$ cat src/verilog/shift_rotate_pkg.sv
// shared types and constants of the shift and rotate unit
package shift_rotate_pkg;
	// ==========================================================
	// widths
	localparam int DATA_W = 8;
	localparam int ADDR_W = 16;

	// ==========================================================
	// operations and operand sources
	typedef enum logic [1:0] {
		logical_right_shift_op,
		left_shift_op,
		left_rotate_op,
		right_rotate_op
	} op_t;

	typedef enum logic [2:0] {
		mode_accumulator,
		mode_zero_page,
		mode_zero_page_x,
		mode_absolute,
		mode_absolute_x
	} mode_t;

	// ==========================================================
	// reset values and fixed fields
	localparam logic [DATA_W-1:0] RESET_BYTE = 8'h00;
	localparam logic [ADDR_W-1:0] RESET_ADDR = 16'h0000;
	localparam logic RESET_FLAG = 1'b0;
	localparam logic [7:0] ZERO_PAGE_HIGH = 8'h00;

	// ==========================================================
	// timing: accumulator instruction length in clock cycles
	localparam int ACC_CYCLES = 2;
endpackage

$ cat src/verilog/shifter_if.sv
// carrier between the sequencer and the one-cycle shift datapath
interface shifter_if;
	import shift_rotate_pkg::*;
	op_t op;
	logic [DATA_W-1:0] operand;
	logic carry_in;
	logic [DATA_W-1:0] result;
	logic carry_out;
	logic negative;
	logic zero;

	modport core (output op, output operand, output carry_in,
		input result, input carry_out, input negative, input zero);
	modport alu (input op, input operand, input carry_in,
		output result, output carry_out, output negative, output zero);
endinterface

$ cat src/verilog/shift_datapath.sv
// one-cycle combinational shift and rotate datapath with flag outputs
module shift_datapath
	import shift_rotate_pkg::*;
(
	// operation in, result and flags out
	shifter_if.alu sif
);
	// ==========================================================
	// shift network
	// result and next carry for the selected operation
	always_comb begin
		unique case (sif.op)
			logical_right_shift_op: begin
				sif.result = {1'b0, sif.operand[DATA_W-1:1]};
				sif.carry_out = sif.operand[0];
			end
			left_shift_op: begin
				sif.result = {sif.operand[DATA_W-2:0], 1'b0};
				sif.carry_out = sif.operand[DATA_W-1];
			end
			left_rotate_op: begin
				sif.result = {sif.operand[DATA_W-2:0], sif.carry_in};
				sif.carry_out = sif.operand[DATA_W-1];
			end
			right_rotate_op: begin
				sif.result = {sif.carry_in, sif.operand[DATA_W-1:1]};
				sif.carry_out = sif.operand[0];
			end
		endcase
	end

	// ==========================================================
	// flags
	// negative follows result bit 7, which is zero for the right shift
	// and the old carry for the right rotate
	assign sif.negative = sif.result[DATA_W-1];
	assign sif.zero = (sif.result == RESET_BYTE);
endmodule

$ cat src/verilog/shift_rotate_unit.sv
// shift and rotate unit: accumulator and read-modify-write memory sequencer
// What this block does
// - right shift moves bits down, msb zero
// - right shift loads carry from old bit 0
// - right shift always clears negative
// - right shift sets zero on zero result
// - overflow flag is never altered
// - left shift inserts zero, old bit7 to carry
// - left shift negative equals old bit 6
// - left shift sets zero on zero result
// - left rotate carry in, old bit7 out
// - left rotate negative equals old bit 6
// - rotates set zero on zero result
// - right rotate carry into bit7, bit0 out
// - right rotate negative equals old carry
// - memory target leaves accumulator unchanged
// - five operand sources for every operation
// - read, modify, write back same address
// - accumulator operation takes two cycles
module shift_rotate_unit
	import shift_rotate_pkg::*;
(
	// clock and reset
	input wire logic i_clk,
	input wire logic i_rstn,
	// command from the instruction sequencer
	input wire logic i_start,
	input wire op_t i_op,
	input wire mode_t i_mode,
	input wire logic [ADDR_W-1:0] i_base_addr,
	input wire logic [DATA_W-1:0] i_index_x,
	// processor state at the start of the instruction
	input wire logic [DATA_W-1:0] i_acc,
	input wire logic i_carry,
	input wire logic i_negative,
	input wire logic i_zero,
	input wire logic i_overflow,
	// memory bus
	output logic [ADDR_W-1:0] o_addr,
	output logic o_rd,
	output logic o_wr,
	output logic [DATA_W-1:0] o_wdata,
	input wire logic [DATA_W-1:0] i_rdata,
	// results
	output logic o_busy,
	output logic o_done,
	output logic [DATA_W-1:0] o_result,
	output logic [DATA_W-1:0] o_acc,
	output logic o_carry,
	output logic o_negative,
	output logic o_zero,
	output logic o_overflow
);
	// ==========================================================
	// types and helpers
	typedef enum logic [2:0] {
		st_idle,
		st_acc_exec,
		st_index_fix,
		st_read,
		st_latch,
		st_dummy_wr,
		st_final_wr
	} state_t;

	// true for the four memory operand sources
	function automatic logic is_mem_mode(input mode_t m);
		is_mem_mode = (m == mode_zero_page) || (m == mode_zero_page_x) ||
			(m == mode_absolute) || (m == mode_absolute_x);
	endfunction

	// true for any legal operand source
	function automatic logic is_legal_mode(input mode_t m);
		is_legal_mode = (m == mode_accumulator) || is_mem_mode(m);
	endfunction

	state_t state, next_state;
	op_t op, next_op;
	mode_t mode, next_mode;
	logic [DATA_W-1:0] data, next_data;
	logic [ADDR_W-1:0] addr, next_addr;
	logic fix_carry, next_fix_carry;
	logic [DATA_W-1:0] wdata, next_wdata;
	logic [DATA_W-1:0] acc, next_acc;
	logic [DATA_W-1:0] result, next_result;
	logic carry, next_carry;
	logic negative, next_negative;
	logic zero, next_zero;
	logic overflow, next_overflow;
	logic done, next_done;
	logic accept;
	logic [8:0] low_sum;

	shifter_if sif();

	// ==========================================================
	// datapath instance
	// operand is always the latched byte, carry the latched carry
	assign sif.op = op;
	assign sif.operand = data;
	assign sif.carry_in = carry;

	shift_datapath u_datapath (
		.sif(sif)
	);

	// ==========================================================
	// command acceptance and address arithmetic
	// a start while busy or with an illegal source is ignored
	assign accept = i_start && (state == st_idle) && is_legal_mode(i_mode);
	assign low_sum = {1'b0, i_base_addr[7:0]} + {1'b0, i_index_x};

	// ==========================================================
	// sequencer next state
	always_comb begin
		next_state = state;
		next_op = op;
		next_mode = mode;
		next_data = data;
		next_addr = addr;
		next_fix_carry = fix_carry;
		next_wdata = wdata;
		next_acc = acc;
		next_result = result;
		next_carry = carry;
		next_negative = negative;
		next_zero = zero;
		next_overflow = overflow;
		next_done = 1'b0;
		unique case (state)
			st_idle: begin
				if (accept) begin
					next_op = i_op;
					next_mode = i_mode;
					next_carry = i_carry;
					next_negative = i_negative;
					next_zero = i_zero;
					next_overflow = i_overflow;
					next_fix_carry = 1'b0;
					unique case (i_mode)
						mode_accumulator: begin
							next_data = i_acc;
							next_state = st_acc_exec;
						end
						mode_zero_page: begin
							next_addr = {ZERO_PAGE_HIGH, i_base_addr[7:0]};
							next_state = st_read;
						end
						mode_zero_page_x: begin
							// index wraps inside page zero
							next_addr = {ZERO_PAGE_HIGH, low_sum[7:0]};
							next_state = st_read;
						end
						mode_absolute: begin
							next_addr = i_base_addr;
							next_state = st_read;
						end
						mode_absolute_x: begin
							// low byte first, the page carry is added next cycle
							next_addr = {i_base_addr[15:8], low_sum[7:0]};
							next_fix_carry = low_sum[8];
							next_state = st_index_fix;
						end
						default: begin
							next_state = st_idle;
						end
					endcase
				end
			end
			st_acc_exec: begin
				// result goes to the accumulator and flags together
				next_acc = sif.result;
				next_result = sif.result;
				next_carry = sif.carry_out;
				next_negative = sif.negative;
				next_zero = sif.zero;
				next_done = 1'b1;
				next_state = st_idle;
			end
			st_index_fix: begin
				// false read done; never write before the high byte is right
				next_addr = {addr[15:8] + {7'h00, fix_carry}, addr[7:0]};
				next_state = st_read;
			end
			st_read: begin
				next_state = st_latch;
			end
			st_latch: begin
				// read data stand one cycle after the read strobe
				next_data = i_rdata;
				next_wdata = i_rdata;
				next_state = st_dummy_wr;
			end
			st_dummy_wr: begin
				// first write puts back the old byte, the second the new
				next_wdata = sif.result;
				next_state = st_final_wr;
			end
			st_final_wr: begin
				// only memory, result and flags change; accumulator is held
				next_result = sif.result;
				next_carry = sif.carry_out;
				next_negative = sif.negative;
				next_zero = sif.zero;
				next_done = 1'b1;
				next_state = st_idle;
			end
		endcase
	end

	// ==========================================================
	// sequencer registers
	always_ff @(posedge i_clk or negedge i_rstn) begin
		if (!i_rstn) begin
			state <= st_idle;
			op <= logical_right_shift_op;
			mode <= mode_accumulator;
			data <= RESET_BYTE;
			addr <= RESET_ADDR;
			fix_carry <= RESET_FLAG;
			wdata <= RESET_BYTE;
			acc <= RESET_BYTE;
			result <= RESET_BYTE;
			carry <= RESET_FLAG;
			negative <= RESET_FLAG;
			zero <= RESET_FLAG;
			overflow <= RESET_FLAG;
			done <= RESET_FLAG;
		end else begin
			state <= next_state;
			op <= next_op;
			mode <= next_mode;
			data <= next_data;
			addr <= next_addr;
			fix_carry <= next_fix_carry;
			wdata <= next_wdata;
			acc <= next_acc;
			result <= next_result;
			carry <= next_carry;
			negative <= next_negative;
			zero <= next_zero;
			overflow <= next_overflow;
			done <= next_done;
		end
	end

	// ==========================================================
	// outputs
	// strobes decode the state; data and flags come from flip-flops
	assign o_rd = (state == st_index_fix) || (state == st_read);
	assign o_wr = (state == st_dummy_wr) || (state == st_final_wr);
	assign o_addr = addr;
	assign o_wdata = wdata;
	assign o_busy = (state != st_idle);
	assign o_done = done;
	assign o_result = result;
	assign o_acc = acc;
	assign o_carry = carry;
	assign o_negative = negative;
	assign o_zero = zero;
	assign o_overflow = overflow;
endmodule

$ cat config.mk
export PLATFORM = sky130hd
export DESIGN_NAME = shift_rotate_unit
export DESIGN_NICKNAME = d
export VERILOG_FILES = /design/src/verilog/shift_rotate_pkg.sv /design/src/verilog/shifter_if.sv /design/src/verilog/shift_datapath.sv /design/src/verilog/shift_rotate_unit.sv
export SDC_FILE = /design/constraint.sdc
export NUM_CORES = 1
export LEC_CHECK = 0
export BUFFER_PORTS_ARGS = -buffer_cell sky130_fd_sc_hd__buf_4
export CORE_ASPECT_RATIO = 0.6
export CORE_UTILIZATION = 49
export CTS_BUF_LIST = sky130_fd_sc_hd__clkbuf_8
export CTS_CLUSTER_SIZE = 14
export DETAILED_ROUTE_END_ITERATION = 8
export GPL_TIMING_DRIVEN = 0
export MAX_ROUTING_LAYER = met4
export PLACE_DENSITY = 0.81
export SETUP_SLACK_MARGIN = 0.2
export SLEW_MARGIN = 10
export SYNTH_ARGS = -nofsm -noshare
export SYNTH_HDL_FRONTEND = slang
export SYNTH_SLANG_ARGS = --single-unit
$ cat constraint.sdc
create_clock -name i_clk -period 1.7 [get_ports i_clk]
set_input_delay 0.34 -clock i_clk [delete_from_list [all_inputs] [get_ports i_clk]]
set_output_delay 0.34 -clock i_clk [all_outputs]
set_load 0.02 [all_outputs]
==> run metrics, run 1 <==
run status finished, violations left; failing checks negative setup slack; combined area of all synthesized cells about 3400 µm²; number of I/O port buffers 98; H-Tree Level Count 3; Yosys top cell area share 0.434; area share of and/or/nand/nor cells after synthesis 0.161; Distinct cells, synth between 60 and 70; number of design rule violations left after detail routing 0; Inserted Clock Buffers 9; number of buffers inserted by hold repair at cts 0; clock tree from TritonCTS yes; sum of net half-perimeters after detailed placement ~7300 µm; most common cell after layout, fill and taps aside buf_4; via density per instance roughly 6.4; PwrDens ~2000 nW/µm²; global-route wire length before repair 17500 µm; Layout Skew between 0.01 and 0.015 ns; Placed Instance Area around 4400 µm²; commonest register cell after synthesis dfrtp_1; share of cells above drive strength 1 0.523; share of the cycle needed by the critical path after routing 1.20; final setup violation count 39; upper clock frequency limit 488 MHz; total global routing track utilization 0.341; number of I/O pins 100; final period demand of the worst path ~2.0 ns; Num Clock Sinks 59; clock root cell clkbuf_8; path type of the worst min-delay path in -> async; final-report max-slew violation count 0; final net count ~570; synthesized netlist cell count about 350; Mapped Nets between 400 and 500; total gr overflow 0; warning count from the yosys run 0; Worst slew margin 0.493; number of enable-type register cells in the synthesized netlist 0; worst skew pair latency 0.36 ns; # fillers 347; cell taking the most area after synthesis dfrtp_1; number of global-route vias before repair 3404; top library cells by usage in the layout, fill and taps aside buf_4, dfrtp_1, buf_6, nor2_1, nand2_1; number of violations reported at the end of detailed-routing iteration 0 about 650; layout overhead on the synthesized area 60.7%; final WL approximately 14000 µm; number of synthesized register bits around 60; number of placement rows 23; unrepaired setup endpoints after global routing yes; slew at the pin with the worst max-slew slack between 0.7 and 0.8 ns; final worst slack -0.348 ns; share of the synthesized netlist area taken by xor and xnor gates 0.0129; element type at the critical path start register; post-synthesis async set-or-reset flop share 1.00; Non-Filler Cell Area, Final between 5000 and 6000 µm²; Antenna Diode Count 0; RD Place Congestion approximately 0.96; worst setup path category reg -> reg; core box area around 6700 µm²; sequential cell area fraction in the yosys report 0.434; largest vdd supply drop around 0.0012 V; leakage power summed over all cells 0.00253 µW; number of buffers on the longest clock path 2; maximum net fanout on the critical path 7; WL per Instance approximately 23 µm; data required time at the worst endpoint just under 2 ns; initial antenna violation count 0; post-CTS clock slew at the launch and capture registers of the worst setup and hold paths 0.08 ns; Compound-Gate Fraction of Synth Area 0.236; adder-cell share of the synthesized area 0.0574; DRT antenna net count 0; share of synthesized area spent on multiplexers 0.0545; Fin. Hold Viols 0; Synth Area per Inst slightly below 10 µm²; vertical die dimension around 67 µm; maximum number of pins on one net before global-route repair 60; die boundary width around 110 µm; CP arrival 2.33 ns; endpoint kind of the worst setup timing path register; combinational family with the most area after synthesis compound AO/OA/AOI/OAI gates; iteration count of the initial detailed-routing pass 8; post-route setup TNS -4.50 ns; leading cell types by total area after synthesis dfrtp_1, ha_1, mux2i_1; Die Outline Area approximately 7300 µm²; maxcap violations 0; effective utilization at floorplan 0.509; number of vias after detailed routing 3844
==> report_power, final <==
| group | switching (µW) | leakage, µW | internal [µW] |
|---|---|---|---|
| clock network | 656 | 0.000114 | 835 |
| logic | 3560 | 0.00170 | 3320 |
| registers | 675 | 0.000716 | 2090 |
==> area by class of cell <==
cell class	count	area, µm²	area share
Clock buffer	9	124	0.0227
Clock inverter	7	100	0.0183
Inverter	7	26.3	0.00481
Multi-Input combinational cell	260	2190	0.401
Timing Repair Buffer	150	1240	0.226
Sequential cell	59	1480	0.271
Tap cell	87	109	0.0199
Buffer	20	196	0.0360
==> cells in the mapped netlist (all sizes together) (5+ instances only) <==
master  count
nand2      27
mux2i      14
a21oi      23
a211oi     11
ha         14
nor2       30
inv         7
buf        16
o21ai      27
nand4       6
a22o        6
dfrtp      59
nand3      10
a22oi       6
and3        5
a21o       11
==> what timing repair did <==
| item | in CTS | in global routing |
|---|---|---|
| setup endpoints to repair | 60 | 59 |
| gates resized for setup | 68 | 58 |
| buffers inserted | 35 | 14 |
| gates cloned | 0 | 3 |
| pin swaps | 22 | 22 |
| endpoints found under the hold margin | 0 | 0 |
==> metrics by stage <==
| step | power, µW | util | std cells | worst slack [ns] | hold slack, ns |
|---|---|---|---|---|---|
| floorplan | 5610 | - | 346 | -0.191 | 0.0444 |
| global placement | 7180 | 0.655 | 531 | -0.282 | 0.447 |
| detailed placement | 7330 | 0.655 | 531 | -0.325 | 0.451 |
| CTS | 9800 | 0.763 | 582 | -0.318 | 0.0712 |
| global route | 11600 | 0.818 | 599 | -0.395 | 0.0850 |
| finish | 11100 | 0.818 | 599 | -0.348 | 0.0408 |
==> final timing paths <==
| kind | startpoint | endpoint | slack, ns | cells after the start |
|---|---|---|---|---|
| max | op[0] | o_zero | -0.35 | 7 |
| min | i_rstn | o_addr[12] | 0.04 | 1 |
| max reg2reg | op[0] | o_zero | -0.35 | 7 |
| min reg2reg | o_addr[4] | o_addr[4] | 0.50 | 1 |
| max in group asynchronous | i_rstn | state[1] | 1.10 | 1 |
| min in group i_clk | i_overflow | o_overflow | 0.22 | 2 |
==> per-layer routing <==
metal,global-route usage,routed length [µm],up-vias
li1,-,-,1601
met1,0.457,5350,1844
met2,0.507,6250,329
met3,0.0949,1730,70
met4,0.0983,546,0
met5,-,0,-
==> state kept, by name, summed over array words and instances (netlist names) <==
signal / count
data: 8
state: 3
o_addr: 16
o_negative: 1
o_carry: 1
o_wdata: 8
op: 2
o_done: 1
fix_carry: 1
o_zero: 1
o_acc: 8
o_result: 8
o_overflow: 1
==> cell families after synthesis <==
kind of cell,count (synthesis)
xor+xnor,5
flops,59
fa+ha+maj,15
mux,18
buf+inv,27
simple gates,104
compound gates,118
==> critical path, stage by stage, from the launching register on <==
cell     delay (ns)
dfrtp_1        0.40
inv_2          0.09
ha_4           0.17
or2_1          0.23
buf_6          0.15
a22o_4         0.23
or4_4          0.53
o31ai_2        0.18
Power figures use the tool's default switching activity.
==> run 2, diff against run 1 <==
Settings changed: BUFFER_PORTS_ARGS -buffer_cell sky130_fd_sc_hd__buf_4 to -buffer_cell sky130_fd_sc_hd__buf_2, CORE_MARGIN from default to 2.
==> run metrics, run 2 (same netlist as run 1, synthesis figures left out) <==
run status finished, violations left; failing checks negative setup slack; part of the total power dissipated in sequential elements 0.236 (-0.012); Inserted Clock Buffers 9 (unchanged); number of buffers on the longest clock path 2 (unchanged); via density per instance 6.75 (+5.2%); die boundary width 112 µm (+1.8%); Worst slew margin 0.475 (-0.0188); final worst slack -0.440 ns (-0.0918 ns); maxcap violations 0 (unchanged); DRT antenna net count 0 (unchanged); final net count 584 (+1.7%); vertical die dimension 68.5 µm (+3.0%); final period demand of the worst path 2.14 ns (+0.0918 ns); core occupancy in the finished layout 0.813 (-0.00500); final setup violation count 40 (+2.6%); path type of the worst min-delay path in -> async; post-route setup TNS -5.66 ns (-1.16 ns); Worst Setup Slack post-DPL -0.356 ns (-0.0311 ns); total global routing track utilization 0.334 (-0.00716); final WL 15300 µm (+10%); Sw Ratio 0.446 (+0.00690); share of cells above drive strength 1 0.561 (+0.0379); RD Place Congestion 0.975 (+1.4%); upper clock frequency limit 467 MHz (-4.3%); initial antenna violation count 2 (+2); number of placement rows 23 (unchanged); part of the power in the clock network 0.138 (+0.004); worst setup path category reg -> reg; clock tree from TritonCTS yes; Num Clock Sinks 59 (unchanged); final total power 11800 µW (+5.7%); number of I/O pins 100 (unchanged); PwrDens 2160 nW/µm² (+5.9%); Non-Filler Cell Area, Final 5450 µm² (-0.18%); largest vdd supply drop 0.00135 V (+17%); CP arrival 2.42 ns (+0.09 ns); share of the cycle needed by the critical path after routing 1.26 (+0.0540); worst skew pair latency 0.37 ns (about the same); final-report max-slew violation count 0 (unchanged); layout overhead on the synthesized area 60.4%; element type at the critical path start register; iteration count of the initial detailed-routing pass 8 (unchanged); core box area 6710 µm² (+0.43%); data required time at the worst endpoint 1.98 ns (about the same); number of flip-flops in the largest register 16 (unchanged); number of design rule violations left after detail routing 0 (unchanged); sum of net half-perimeters after detailed placement 7240 µm (-1.3%); clock root cell clkbuf_8; effective utilization at floorplan 0.507 (-0.00218); most common cell after layout, fill and taps aside buf_2; number of I/O port buffers 98 (unchanged); Layout Skew 0.0141 ns (+0.00362 ns); WL per Instance 25.0 µm (+8.0%); endpoint kind of the worst setup timing path register; post-CTS clock slew at the launch and capture registers of the worst setup and hold paths 0.07 ns (about the same); number of global-route vias before repair 3498 (+2.8%); maximum net fanout on the critical path 7 (unchanged); leakage power summed over all cells 0.00256 µW (+1.1%); slew at the pin with the worst max-slew slack 0.788 ns (+0.0282 ns); H-Tree Level Count 3 (unchanged); Comb pwr share 0.626 (+0.008); maximum number of pins on one net before global-route repair 60 (unchanged); unrepaired setup endpoints after global routing yes; Placed Instance Area 4130 µm² (-5.6%); global-route wire length before repair 18600 µm (+6.6%); top library cells by usage in the layout, fill and taps aside buf_2, dfrtp_1, buf_4, buf_6, nor2_1; internal power of the cells 6520 µW (+4.4%); Fin. Hold Viols 0 (unchanged); number of vias after detailed routing 4124 (+7.3%); total gr overflow 0 (unchanged); Die Outline Area 7640 µm² (+4.9%); Net Sw Power 5260 µW (+7.4%); number of violations reported at the end of detailed-routing iteration 0 720 (+11%)
==> run 2: repair_timing <==
action,4_1_cts,5_1_grt
endpoints found under the hold margin,0,0
endpoints found under the setup margin,59,60
pin swaps,26,29
setup buffers,41,18
resized for setup,84,65
cloned,2,1
hold buffers,0,0
==> run 2: layout make-up <==
type	count	area [µm²]
sequential	59	1480
clock inverter	6	104
timing repair buffer	160	1120
fill	336	1250
tap	87	109
antenna	2	5.00
multi-input combinational	260	2260
clock buffer	10	138
buffer	20	210
inverter	7	26.3
==> run 2: critical path, stage by stage (launching register included) <==
cell     delay [ns]
dfrtp_1        0.44
inv_2          0.10
ha_2           0.19
o21ba_1        0.19
buf_6          0.14
a22o_4         0.26
or4_4          0.54
o31ai_2        0.18
==> run 2: power groups by stage <==
stage | logic, µW | registers, µW | clock network [µW]
5_1_grt | 7630 | 2810 | 1700
6_report | 7370 | 2780 | 1630
3_5_place_dp | 4400 | 2610 | 0
4_1_cts | 5870 | 2630 | 1600
3_3_place_gp | 4280 | 2570 | 0
2_1_floorplan | 2470 | 3140 | 0
==> run 2: path summary, 6_finish.rpt <==
kind | cells past startpoint | start | slack (ns) | endpoint
max | 7 | op[1] | -0.44 | o_zero
min reg2reg | 1 | o_addr[3] | 0.49 | o_addr[3]
max in group asynchronous | 1 | i_rstn | 1.07 | state[1]
min in group i_clk | 2 | i_base_addr[14] | 0.21 | o_addr[14]
min | 1 | i_rstn | 0.03 | o_addr[11]
max reg2reg | 7 | op[1] | -0.44 | o_zero
==> run 2: stage by stage <==
step | hold slack (ns) | cells
after global routing | 0.0943 | 611
after floorplan | 0.0444 | 346
after detailed placement | 0.452 | 531
final | 0.0251 | 611
after global placement | 0.460 | 531
after CTS | 0.0686 | 590
==> run 2: metal layers <==
layer | share of wire | vias to the layer above | track usage
met5 | 0 | - | -
met4 | 0.061 | 0 | 0.136
met3 | 0.13 | 114 | 0.114
met2 | 0.42 | 427 | 0.481
met1 | 0.39 | 1959 | 0.438
li1 | - | 1624 | -
==> run 3, diff against run 2 <==
Settings changed: CORE_UTILIZATION 49 to 45, GPL_TIMING_DRIVEN 0 to default, PLACE_DENSITY 0.81 to 0.76.
==> run metrics, run 3 (same netlist as run 1, synthesis figures left out) <==
Worst slew margin 0.644 (+0.169); failing checks negative setup slack; global-route wire length before repair 18100 µm (-3.0%); critical path buffer and inverter count 1 (-1); data required time at the worst endpoint 1.95 ns (-0.03 ns); total global routing track utilization 0.294 (-0.0397); cell family with most CP delay simple AND/OR/NAND/NOR gates; number of violations reported at the end of detailed-routing iteration 0 496 (-31%); final period demand of the worst path 2.07 ns (-0.0654 ns); unrepaired setup endpoints after global routing yes; total gr overflow 0 (unchanged); initial antenna violation count 0 (-2); run status finished, violations left; upper clock frequency limit 482 MHz (+3.2%); share of the cycle needed by the critical path after routing 1.22 (-0.0385); number of I/O port buffers 99 (+1.0%); die boundary width 116 µm (+4.2%); Layout Skew 0.0167 ns (+0.00255 ns); Worst Setup Slack post-DPL -0.261 ns (+0.0943 ns); worst skew pair latency 0.35 ns (-0.02 ns); share of cells above drive strength 1 0.527 (-0.0344); iteration count of the initial detailed-routing pass 5 (-3); final total power 11000 µW (-6.4%); final WL 13500 µm (-12%); maximum net fanout on the critical path 5 (-2); Net Sw Power 4930 µW (-6.2%); part of the power in the clock network 0.134 (-0.004); post-route setup TNS -3.68 ns (+1.98 ns); Non-Filler Instances 624 (+2.1%); Fin. Hold Viols 0 (unchanged); number of placement rows 24 (+4.3%); part of the total power dissipated in sequential elements 0.249 (+0.013); Antenna Diode Count 0 (-2); maxcap violations 0 (unchanged); endpoint kind of the worst setup timing path register; worst setup path category reg -> reg; largest vdd supply drop 0.00105 V (-22%); maximum number of pins on one net before global-route repair 42 (-30%); RD Place Congestion 1.08 (+11%); final worst slack -0.374 ns (+0.0654 ns); CP arrival 2.33 ns (-0.09 ns); vertical die dimension 71.3 µm (+4.1%); final-report max-slew violation count 0 (unchanged); number of buffers on the longest clock path 2 (unchanged); top library cells by usage in the layout, fill and taps aside buf_2, dfrtp_1, buf_4, nor2_1, buf_6; post-CTS clock slew at the launch and capture registers of the worst setup and hold paths 0.09 ns (+0.02 ns); Sw Ratio 0.447 (+0.000897); number of vias after detailed routing 3857 (-6.5%); Die Outline Area 8290 µm² (+8.5%); number of I/O pins 100 (unchanged); Num Clock Sinks 59 (unchanged); WL per Instance 21.6 µm (-14%); Max stage delay on crit path 0.52 ns (-0.02 ns); sum of net half-perimeters after detailed placement 7620 µm (+5.1%); clock root cell clkbuf_8; critical path, cell by cell inv_2 -> ha_4 -> or2_4 -> a22o_2 -> or4_4 -> o31ai_4; Post-Place Cells 567 (+6.8%); most common cell after layout, fill and taps aside buf_2; DRT antenna net count 0 (unchanged); clock tree from TritonCTS yes; R2R setup slack -0.37 ns (+0.07 ns); core box area 7300 µm² (+8.8%); element type at the critical path start register; slew at the pin with the worst max-slew slack 0.534 ns (-0.254 ns); Inserted Clock Buffers 9 (unchanged); effective utilization at floorplan 0.466 (-0.0411); number of design rule violations left after detail routing 0 (unchanged); cell type of the slowest stage on the worst timing path or4_4; internal power of the cells 6100 µW (-6.6%); leakage power summed over all cells 0.00250 µW (-2.3%); Comb pwr share 0.618 (-0.008); number of global-route vias before repair 3497 (-0.029%); via density per instance 6.18 (-8.4%); final net count 582 (-0.34%); H-Tree Level Count 3 (unchanged); path type of the worst min-delay path in -> reg; final setup violation count 32 (-20%); PwrDens 2070 nW/µm² (-4.4%); number of flip-flops in the largest register 16 (unchanged); layout overhead on the synthesized area 57.1%
run 3: cell types whose count changed in the layout (fill, tap and decap cells not counted), sizes merged:
cell	previous run	this run
clkbuf	13	9
clkinvlp	0	1
dlygate4sd3	0	1
diode	2	0
clkinv	2	4
inv	8	7
bufinv	3	2
run 3: power by group through the flow:
stage | sequential [µW] | clock [µW] | combinational, µW
finish | 2740 | 1470 | 6810
global route | 2810 | 1550 | 7080
CTS | 2630 | 1470 | 5720
detailed placement | 2640 | 0 | 4610
global placement | 2590 | 0 | 4440
floorplan | 3140 | 0 | 2470
run 3: what timing repair did:
action / in CTS / in global routing
gates cloned: 1 / 0
buffers inserted: 24 / 15
setup endpoints to repair: 53 / 60
resized for setup: 70 / 54
hold buffers: 1 / 0
endpoints found under the hold margin: 36 / 0
pin swaps: 20 / 25
run 3: final timing paths:
check	end	start	depth (start not counted)
min in group asynchronous	o_acc[0]	i_rstn	3
max reg2reg	o_zero	op[1]	6
min reg2reg	o_wdata[5]	o_wdata[5]	1
min	o_addr[14]	i_base_addr[14]	2
max	o_zero	op[1]	6
max in group asynchronous	op[0]	i_rstn	3
run 3: stage by stage:
stage | util | instance area (µm²) | hold slack [ns]
2_1_floorplan | - | 3530 | 0.0444
3_3_place_gp | 0.589 | 4300 | 0.347
3_5_place_dp | 0.589 | 4300 | 0.347
4_1_cts | 0.689 | 5020 | 0.215
5_1_grt | 0.731 | 5340 | 0.232
6_report | 0.731 | 5340 | 0.241
run 3: layer usage:
metal,GRT usage,part of all wire,up-vias,wire length [µm]
met3,0.0745,0.10,75,1390
li1,-,-,1621,-
met1,0.404,0.41,1838,5530
met2,0.426,0.43,323,5850
met5,-,0,-,0
met4,0.104,0.051,0,686
run 3: final cells by class:
cell class | count | area (µm²)
multi-input cells | 260 | 2210
repair buffers | 178 | 1260
clock inverters | 7 | 103
flip-flops and latches | 59 | 1480
inverters | 7 | 28.8
fillers | 463 | 1960
clock buffers | 9 | 124
well taps | 104 | 130
